### src/rtl/lsac_pkg.sv
// Package for the loopback, store align and monitor control block
package lsac_pkg;
  localparam int unsigned ADDR_W = 8;
  localparam int unsigned DATA_W = 8;
  localparam logic [7:0] LOOP_TX_MON_CTRL_ADDR = 8'hA8;
  localparam logic [7:0] LINE_STORE_MON_CTRL_ADDR = 8'hAA;
  localparam int unsigned LOCAL_LOOPBACK_BIT = 6;
  localparam int unsigned LINE_IFACE_RESET_BIT = 7;
  localparam int unsigned RX_ALIGN_BIT = 6;
  localparam int unsigned TX_ALIGN_BIT = 5;
  localparam int unsigned MON_SEL_MSB = 4;
  localparam int unsigned MON_SEL_LSB = 0;
  localparam logic [7:0] CTRL_RESET = 8'h00;
  localparam logic [4:0] MON_SEL_RESET = 5'h00;

  // Reads and writes from the parallel control port, already decoded as one cycle
  typedef struct packed {
    logic wr;
    logic rd;
    logic [7:0] addr;
    logic [7:0] wdata;
  } lsac_bus_req_t;

  // One-cycle action pulses toward the line interface and elastic stores
  typedef struct packed {
    logic line_iface_reset;
    logic rx_store_align;
    logic tx_store_align;
  } lsac_pulse_t;
endpackage

### src/rtl/lsac_ctrl.sv
// Local loopback path selection and store align control register logic
//
// Overview of operation
// Local loopback enable bit one enters loopback, zero leaves it.
// Transmit data to the line is unchanged during local loopback.
// In loopback the receive path takes transmit data, ignoring line input.
// Looped data goes through the jitter attenuator, not around it.
// Control register at AA hex: reset, rx align, tx align, 5-bit select.
// Rising reset trigger pulses reset to clock recovery and attenuator.
// Software clears then sets reset trigger again for another reset.
// Rising rx align trigger requests rx store pointers half frame apart.
// Rising tx align trigger requests tx store pointers half frame apart.
// Align does nothing when separation is already half a frame or more.
// Below half a frame, pointers are moved and data may corrupt.
// Software raises rx align only with a stable receive system clock.
// Software raises tx align only with a stable transmit system clock.
// Software clears then sets an align trigger for each further align.
// Five-bit select chooses receive channel copied into monitor register.
// Loopback bit is bit 6 of register at A8 hex.
// Rising edges found by comparing written and stored value; one pulse.
`timescale 1ns/1ps
module lsac_ctrl (
  input wire logic clk_i,
  input wire logic arst_n_i,
  input wire logic bus_wr_i,
  input wire logic bus_rd_i,
  input wire logic [7:0] bus_addr_i,
  input wire logic [7:0] bus_wdata_i,
  output logic [7:0] bus_rdata_o,
  input wire logic tx_line_pos_i,
  input wire logic tx_line_neg_i,
  input wire logic line_rx_positive_i,
  input wire logic line_rx_negative_i,
  input wire logic rx_store_sep_ok_i,
  input wire logic tx_store_sep_ok_i,
  output logic tx_line_pos_o,
  output logic tx_line_neg_o,
  output logic jatt_in_pos_o,
  output logic jatt_in_neg_o,
  output logic local_loopback_enable_o,
  output logic line_iface_reset_o,
  output logic rx_store_align_o,
  output logic tx_store_align_o,
  output logic [4:0] rx_monitor_sel_o
);
  // Bus request carried as one word through the decode
  lsac_pkg::lsac_bus_req_t req;

  // Register state and its next values
  logic [7:0] loop_and_tx_monitor_ctrl;
  logic [7:0] next_loop_and_tx_monitor_ctrl;
  logic [7:0] line_store_monitor_ctrl;
  logic [7:0] next_line_store_monitor_ctrl;

  // Address decode results
  logic wr_loop_reg;
  logic wr_store_reg;
  logic rd_loop_reg;
  logic rd_store_reg;

  // Trigger edges as seen by the write, before the separation gate
  logic line_iface_reset_trigger_rise;
  logic rx_align_rise;
  logic tx_align_rise;

  // Pulse stage and output stage next values
  lsac_pkg::lsac_pulse_t pulse;
  lsac_pkg::lsac_pulse_t next_pulse;
  logic next_reset_out;
  logic next_rx_align_out;
  logic next_tx_align_out;
  logic [7:0] next_rdata;
  logic next_tx_pos;
  logic next_tx_neg;
  logic loop_on;
  logic next_ja_pos;
  logic next_ja_neg;
  logic next_loopback;
  logic [4:0] next_sel;

  // True when a bit goes from zero in the stored value to one in the write
  function automatic logic rose(
    input logic old_b,
    input logic new_b
  );
    return !old_b && new_b;
  endfunction

  // True when a strobe is raised toward the given register address
  function automatic logic hit(
    input logic strobe,
    input logic [7:0] addr,
    input logic [7:0] target
  );
    return strobe && (addr == target);
  endfunction

  // Two-way selector used for both rails of the attenuator input
  function automatic logic pick(
    input logic sel,
    input logic when_one,
    input logic when_zero
  );
    logic res;
    if (sel) begin
      res = when_one;
    end else begin
      res = when_zero;
    end
    return res;
  endfunction

  assign req = '{wr: bus_wr_i, rd: bus_rd_i, addr: bus_addr_i,
                 wdata: bus_wdata_i};

  // Address decode, shared by the register, edge and read groups
  always_comb begin
    wr_loop_reg = hit(req.wr, req.addr, lsac_pkg::LOOP_TX_MON_CTRL_ADDR);
    wr_store_reg = hit(req.wr, req.addr,
      lsac_pkg::LINE_STORE_MON_CTRL_ADDR);
    rd_loop_reg = hit(req.rd, req.addr, lsac_pkg::LOOP_TX_MON_CTRL_ADDR);
    rd_store_reg = hit(req.rd, req.addr,
      lsac_pkg::LINE_STORE_MON_CTRL_ADDR);
  end

  // Writes land at the edge; unmapped addresses are ignored
  always_comb begin
    next_loop_and_tx_monitor_ctrl = loop_and_tx_monitor_ctrl;
    next_line_store_monitor_ctrl = line_store_monitor_ctrl;
    if (wr_loop_reg) begin
      // All eight bits are kept so that a read returns what was written
      next_loop_and_tx_monitor_ctrl = req.wdata;
    end
    if (wr_store_reg) begin
      next_line_store_monitor_ctrl = req.wdata;
    end
  end

  always_ff @(posedge clk_i or negedge arst_n_i) begin
    if (!arst_n_i) begin
      loop_and_tx_monitor_ctrl <= lsac_pkg::CTRL_RESET;
      line_store_monitor_ctrl <= lsac_pkg::CTRL_RESET;
    end else begin
      loop_and_tx_monitor_ctrl <= next_loop_and_tx_monitor_ctrl;
      line_store_monitor_ctrl <= next_line_store_monitor_ctrl;
    end
  end

  // Edge detect compares the written bit with the stored one
  always_comb begin
    line_iface_reset_trigger_rise = 1'b0;
    rx_align_rise = 1'b0;
    tx_align_rise = 1'b0;
    if (wr_store_reg) begin
      line_iface_reset_trigger_rise = rose(
        line_store_monitor_ctrl[lsac_pkg::LINE_IFACE_RESET_BIT],
        req.wdata[lsac_pkg::LINE_IFACE_RESET_BIT]);
      // Holding a bit at one gives no new edge; a clear must come first
      rx_align_rise = rose(
        line_store_monitor_ctrl[lsac_pkg::RX_ALIGN_BIT],
        req.wdata[lsac_pkg::RX_ALIGN_BIT]); // see R14
      tx_align_rise = rose(
        line_store_monitor_ctrl[lsac_pkg::TX_ALIGN_BIT],
        req.wdata[lsac_pkg::TX_ALIGN_BIT]); // see R14
    end
  end

  // An align with the pointers already far enough apart is dropped here
  always_comb begin
    next_pulse = '0;
    next_pulse.line_iface_reset = line_iface_reset_trigger_rise;
    next_pulse.rx_store_align = rx_align_rise &&
      !rx_store_sep_ok_i; // see R08
    next_pulse.tx_store_align = tx_align_rise &&
      !tx_store_sep_ok_i; // see R09
  end

  always_ff @(posedge clk_i or negedge arst_n_i) begin
    if (!arst_n_i) begin
      pulse <= '0;
    end else begin
      pulse <= next_pulse;
    end
  end

  // Unmapped or idle cycles read as zero
  always_comb begin
    next_rdata = '0;
    if (rd_loop_reg) begin
      next_rdata = loop_and_tx_monitor_ctrl;
    end
    if (rd_store_reg) begin
      next_rdata = line_store_monitor_ctrl;
    end
  end

  always_ff @(posedge clk_i or negedge arst_n_i) begin
    if (!arst_n_i) begin
      bus_rdata_o <= '0;
    end else begin
      bus_rdata_o <= next_rdata;
    end
  end

  // Transmit rails pass toward the line untouched in every mode
  always_comb begin
    next_tx_pos = tx_line_pos_i;
  end

  always_ff @(posedge clk_i or negedge arst_n_i) begin
    if (!arst_n_i) begin
      tx_line_pos_o <= 1'b0;
    end else begin
      tx_line_pos_o <= next_tx_pos;
    end
  end

  // Negative rail follows the same single-cycle path
  always_comb begin
    next_tx_neg = tx_line_neg_i;
  end

  always_ff @(posedge clk_i or negedge arst_n_i) begin
    if (!arst_n_i) begin
      tx_line_neg_o <= 1'b0;
    end else begin
      tx_line_neg_o <= next_tx_neg;
    end
  end

  // The attenuator sits after the mux, so looped data passes through it
  always_comb begin
    loop_on = loop_and_tx_monitor_ctrl[lsac_pkg::LOCAL_LOOPBACK_BIT];
    next_ja_pos = pick(loop_on, tx_line_pos_i,
      line_rx_positive_i); // see R01 see R03
    next_ja_neg = pick(loop_on, tx_line_neg_i,
      line_rx_negative_i); // see R03
  end

  always_ff @(posedge clk_i or negedge arst_n_i) begin
    if (!arst_n_i) begin
      jatt_in_pos_o <= 1'b0;
      jatt_in_neg_o <= 1'b0;
    end else begin
      jatt_in_pos_o <= next_ja_pos;
      jatt_in_neg_o <= next_ja_neg;
    end
  end

  // Level outputs show the register contents from the edge after a write
  always_comb begin
    next_loopback = next_loop_and_tx_monitor_ctrl[
      lsac_pkg::LOCAL_LOOPBACK_BIT];
    next_sel = next_line_store_monitor_ctrl[
      lsac_pkg::MON_SEL_MSB:lsac_pkg::MON_SEL_LSB];
  end

  always_ff @(posedge clk_i or negedge arst_n_i) begin
    if (!arst_n_i) begin
      local_loopback_enable_o <= 1'b0;
      rx_monitor_sel_o <= lsac_pkg::MON_SEL_RESET;
    end else begin
      local_loopback_enable_o <= next_loopback;
      rx_monitor_sel_o <= next_sel;
    end
  end

  // Line interface reset stays one cycle wide at its pin
  always_comb begin
    next_reset_out = pulse.line_iface_reset;
  end

  always_ff @(posedge clk_i or negedge arst_n_i) begin
    if (!arst_n_i) begin
      line_iface_reset_o <= 1'b0;
    end else begin
      line_iface_reset_o <= next_reset_out;
    end
  end

  // Receive align reaches the store for exactly one cycle
  always_comb begin
    next_rx_align_out = pulse.rx_store_align;
  end

  always_ff @(posedge clk_i or negedge arst_n_i) begin
    if (!arst_n_i) begin
      rx_store_align_o <= 1'b0;
    end else begin
      rx_store_align_o <= next_rx_align_out;
    end
  end

  // Transmit align reaches the store for exactly one cycle
  always_comb begin
    next_tx_align_out = pulse.tx_store_align;
  end

  always_ff @(posedge clk_i or negedge arst_n_i) begin
    if (!arst_n_i) begin
      tx_store_align_o <= 1'b0;
    end else begin
      tx_store_align_o <= next_tx_align_out;
    end
  end
endmodule

### config.mk
export PLATFORM = sky130hd
export DESIGN_NAME = lsac_ctrl
export DESIGN_NICKNAME = d
export VERILOG_FILES = /design/src/rtl/lsac_pkg.sv /design/src/rtl/lsac_ctrl.sv
export SDC_FILE = /design/constraint.sdc
export NUM_CORES = 1
export LEC_CHECK = 0
export BUFFER_PORTS_ARGS = -buffer_cell sky130_fd_sc_hd__buf_2
export CORE_UTILIZATION = 52
export CTS_CLUSTER_DIAMETER = 60
export CTS_CLUSTER_SIZE = 40
export DETAILED_ROUTE_END_ITERATION = 12
export PLACE_DENSITY = 0.83
export SKIP_LAST_GASP = 1
export SYNTH_ARGS = -nofsm -noshare
export SYNTH_HDL_FRONTEND = slang
export SYNTH_SLANG_ARGS = --single-unit
### constraint.sdc
create_clock -name clk_i -period 1.3 [get_ports clk_i]
set_input_delay 0.13 -clock clk_i [delete_from_list [all_inputs] [get_ports clk_i]]
set_output_delay 0.13 -clock clk_i [all_outputs]
set_load 0.01 [all_outputs]
Word-level counts from Yosys, hierarchy flattened
Cells that the tools add are included.
Widths: inputs -> output; s select.
{ "word_totals": {"out_inout_bits": 21, "wordCells": 38, "reg_bits": 34, "inputBits": 26} }
{ "op_classes": {"eq_ne": 2, "reduce_logical": 14, "mux": 7} }
{ "ops": {"columns": ["operator", "count"], "rows": [
  ["$eq 8x8->1 const B", 2],
  ["$mux 8", 2],
  ["$logic_and 1x1->1", 9],
  ["$logic_not 1->1", 5],
  ["$mux 1", 5]
]} }

Depth between registers and ports, before layout
{ "logic_depth": {"word_depth": 4, "ltp_mapped": 3, "ltp_nobuf": 3} }

Worst setup path before layout
OpenSTA, ideal clock, no wires.
{ "synth_path": {"kind": "input-to-reg", "startpoint": "input port bus_addr_i[2]", "endpoint": "register line_store_monitor_ctrl[3]", "path_slack_ns": 0.163, "setup_ns": 0.125, "path_stages": 3, "t_arrival_ns": 1.012, "path_buffers": 0, "cell_sequence": "and4bb_2 -> nand4_4 -> mux2_4"} }
{ "synth_via": {"elab_chain_len": 2} }
{ "synth_rtl": {"columns": ["element", "line_no", "rtl"], "rows": [
  ["start: declaration", "lsac_ctrl.sv:27", "input wire logic [7:0] bus_addr_i,"],
  ["$eq 8x8->1", "lsac_ctrl.sv:95", "return strobe && (addr == target);"],
  ["$logic_and 1x1->1", "lsac_ctrl.sv:95", null],
  ["end signal: assignment", "lsac_ctrl.sv:142", "line_store_monitor_ctrl <= lsac_pkg::CTRL_RESET;"],
  ["end signal: assignment", "lsac_ctrl.sv:145", "line_store_monitor_ctrl <= next_line_store_monitor_ctrl;"],
  ["end: declaration", "lsac_ctrl.sv:52", "logic [7:0] line_store_monitor_ctrl;"]
]} }
No other way between the ends.
A chain may end at the register's enable or synchronous reset.

==> impl_metrics.env <==
export IMPL_async_flop_share_pct=100
export IMPL_yosysWarnings=0
export IMPL_grt_total_usage_pct=20.5
export IMPL_synthCells=84
export IMPL_nFillCells=157
export IMPL_cts_tree="built"
export IMPL_synth_edf_count=0
export IMPL_clk_latency_ns=0.32
export IMPL_syn_area_per_cell_um2=15.8
export IMPL_final_core_util_pct=72.2
export IMPL_slew_headroom_pct=72.7
export IMPL_yosys_area_share_adder_pct=0
export IMPL_antenna_found_initial=0
export IMPL_yosys_area_share_simple_pct=10.9
export IMPL_worstPathCellList="buf_2"
export IMPL_postRouteWirelength_mm=2.36
export IMPL_ys_flop_type="dfrtp_1"
export IMPL_max_cap_violations=0
export IMPL_cts_made_buffers=5
export IMPL_drt_iter0_drc=6
export IMPL_num_rows=17
export IMPL_synth_most_common_cell="dfrtp_1"
export IMPL_worstPathRequired_ns=1.17
export IMPL_port_buffers=46
export IMPL_die_width_um=52.5
export IMPL_cts_htree_levels=2
export IMPL_gp_congestion=0.683
export IMPL_stdcell_count=167
export IMPL_min_period_ns=1.07
export IMPL_worst_pin_slew_ns=0.409
export IMPL_drive_above_1_share_pct=55.4
export IMPL_ir_worst_vdd_uv=886
export IMPL_num_antenna_cells=0
export IMPL_cts_clk_slew_worst_paths_ns=0.10
export IMPL_seq_area_frac_synth_pct=64.1
export IMPL_core_um2=2320
export IMPL_startpoint_type="flip-flop"
export IMPL_die_h_um=52.5
export IMPL_critical_path_top_delay_family="flip-flops"
export IMPL_holdPathEnd="jatt_in_neg_o"
export IMPL_routedWlPerCell_um=14.1
export IMPL_area_growth_pct=26.0
export IMPL_synth_cell_area_um2=1330
export IMPL_endpoint_kind="primary output"
export IMPL_synth_top_cell_by_area="dfrtp_1"
export IMPL_start_util_pct=57.3
export IMPL_grt_ovfl_total=0
export IMPL_r2r_start="loop_and_tx_monitor_ctrl[6]"
export IMPL_hold_start="line_rx_negative_i"
export IMPL_syn_num_nets=110
export IMPL_synthMuxAreaShare_pct=21.6
export IMPL_power_density_nw_per_um2=1120
export IMPL_synth_compound_area_share_pct=0
export IMPL_synth_area_top_cells="dfrtp_1 (64%), mux2_2 (14%), mux2i_1 (6.0%)"
export IMPL_num_vias=853
export IMPL_rsz0062_at_grt="no"
export IMPL_worstRegToRegCells=1
export IMPL_ant_nets=0
export IMPL_path_buf_inv=1
export IMPL_p_leak_uw=0.000939
export IMPL_criticalPathCategory="flip-flop to primary output"
export IMPL_whs_path_depth=2
export IMPL_detail_route_first_pass_iterations=4
export IMPL_status="finished clean"
export IMPL_clock_path_buffers=2
export IMPL_slowest_delay_ns=0.45
export IMPL_synth_top_family_by_area="multiplexers"
export IMPL_cts_sinks=34
export IMPL_hold_slack_ns=0.0325
export IMPL_hold_viol=0
export IMPL_io_pins=47
export IMPL_path_max_fanout=5
export IMPL_reg2reg_slack_ns=0.39
export IMPL_grt_max_degree=20
export IMPL_synth_cells_most_frequent="dfrtp_1 (34), mux2_2 (17), nor2_1 (9), mux2i_1 (8), buf_4 (5)"
export IMPL_post_route_drc_count=0
export IMPL_hold_path_class="input pin to flip-flop"
export IMPL_num_nets_final=164
export IMPL_finalCritPeriodShare_pct=82.4
export IMPL_slew_violations=0
export IMPL_top_regs="bus_rdata_o (8), line_store_monitor_ctrl (8), loop_and_tx_monitor_ctrl (8)"
export IMPL_synthXorXnorAreaFrac_pct=0
export IMPL_critPathSlowestCell="dfrtp_1"
export IMPL_ys_ff_latch=34
export IMPL_grt_pass1_wl_mm=3.87
export IMPL_r2r_end="jatt_in_pos_o"
export IMPL_cts_root_buf="clkbuf_4"
export IMPL_power_uw=1870
export IMPL_arrival_ns=0.94
export IMPL_ys_types=15
export IMPL_dp_hpwl_mm=1.72
export IMPL_via_per_inst=5.11
export IMPL_die_area_um2=2760
export IMPL_fmax_ghz=0.933
export IMPL_first_global_vias=875
export IMPL_finClkSkew_ns=0.00377
export IMPL_synth_top_cell_area_share_pct=64.1
export IMPL_dp_cells=154
export IMPL_setup_viol=0
## worst max-delay path by stage
| stage | startpoint | to | slack (ns) | cells after the start |
|---|---|---|---|---|
| 3_5_place_dp | bus_addr_i[4] | line_store_monitor_ctrl[3] | -0.03 | 4 |
| 5_1_grt | loop_and_tx_monitor_ctrl[6] | local_loopback_enable_o | 0.18 | 1 |
| 3_3_place_gp | bus_addr_i[2] | line_store_monitor_ctrl[3] | -0.005 | 4 |
| 2_1_floorplan | bus_addr_i[2] | line_store_monitor_ctrl[3] | 0.16 | 3 |
| 4_1_cts | loop_and_tx_monitor_ctrl[6] | local_loopback_enable_o | 0.23 | 1 |
| 6_report | loop_and_tx_monitor_ctrl[6] | local_loopback_enable_o | 0.23 | 1 |
## per-layer routing
layer / wire, um / track usage (%)
met4: 38 / 9.21
met1: 909 / 22.9
met5: 0 / 0
met2: 1290 / 34.8
met3: 120 / 7.25
## placed cells by master (no fill, tap or decap), types with 2 or more instances in the layout
cell type       n
mux2_2         17
clkbuf_4        5
buf_4           2
mux2i_1         8
nor2_1          9
dfrtp_1        34
dlygate4sd3_1   5
buf_2          46
nor4b_1         2
## area by class of cell
cell class	instances	area, um^2	area share, %
clock buffer	7	55.1	3.29
clock inverter	1	5.00	0.299
multi-input combinational	44	432	25.8
sequential	34	851	50.9
tap	28	35.0	2.09
timing repair buffer	53	295	17.7
## report_power, final
group / leakage [uW] / switching (uW) / total [uW] / internal (uW)
clock: 0.0000353 / 334 / 596 / 262
combinational: 0.000441 / 77.2 / 167 / 89.8
sequential: 0.000463 / 17.2 / 1100 / 1090
## through the flow
stage | cell area, um^2 | worst slack [ns] | setup TNS [ns]
6_report | 1670 | 0.228 | 0
5_1_grt | 1670 | 0.184 | 0
4_1_cts | 1670 | 0.227 | 0
3_5_place_dp | 1560 | -0.0292 | -0.0838
3_3_place_gp | 1560 | -0.00470 | -0.00470
2_1_floorplan | 1330 | 0.163 | 0
## cell families (layout without fill, tap and decap cells)
group | Yosys count | in the layout
flops | 34 | 34
mux | 26 | 26
simple gates | 18 | 18
buf+inv | 6 | 61
## repair_timing
item                      4_1_cts  5_1_grt
buffers inserted                0        0
gates resized for setup         0        0
hold buffers                    5        0
hold endpoints to repair       22        0
Note: power is estimated with default switching activity, not from simulation.
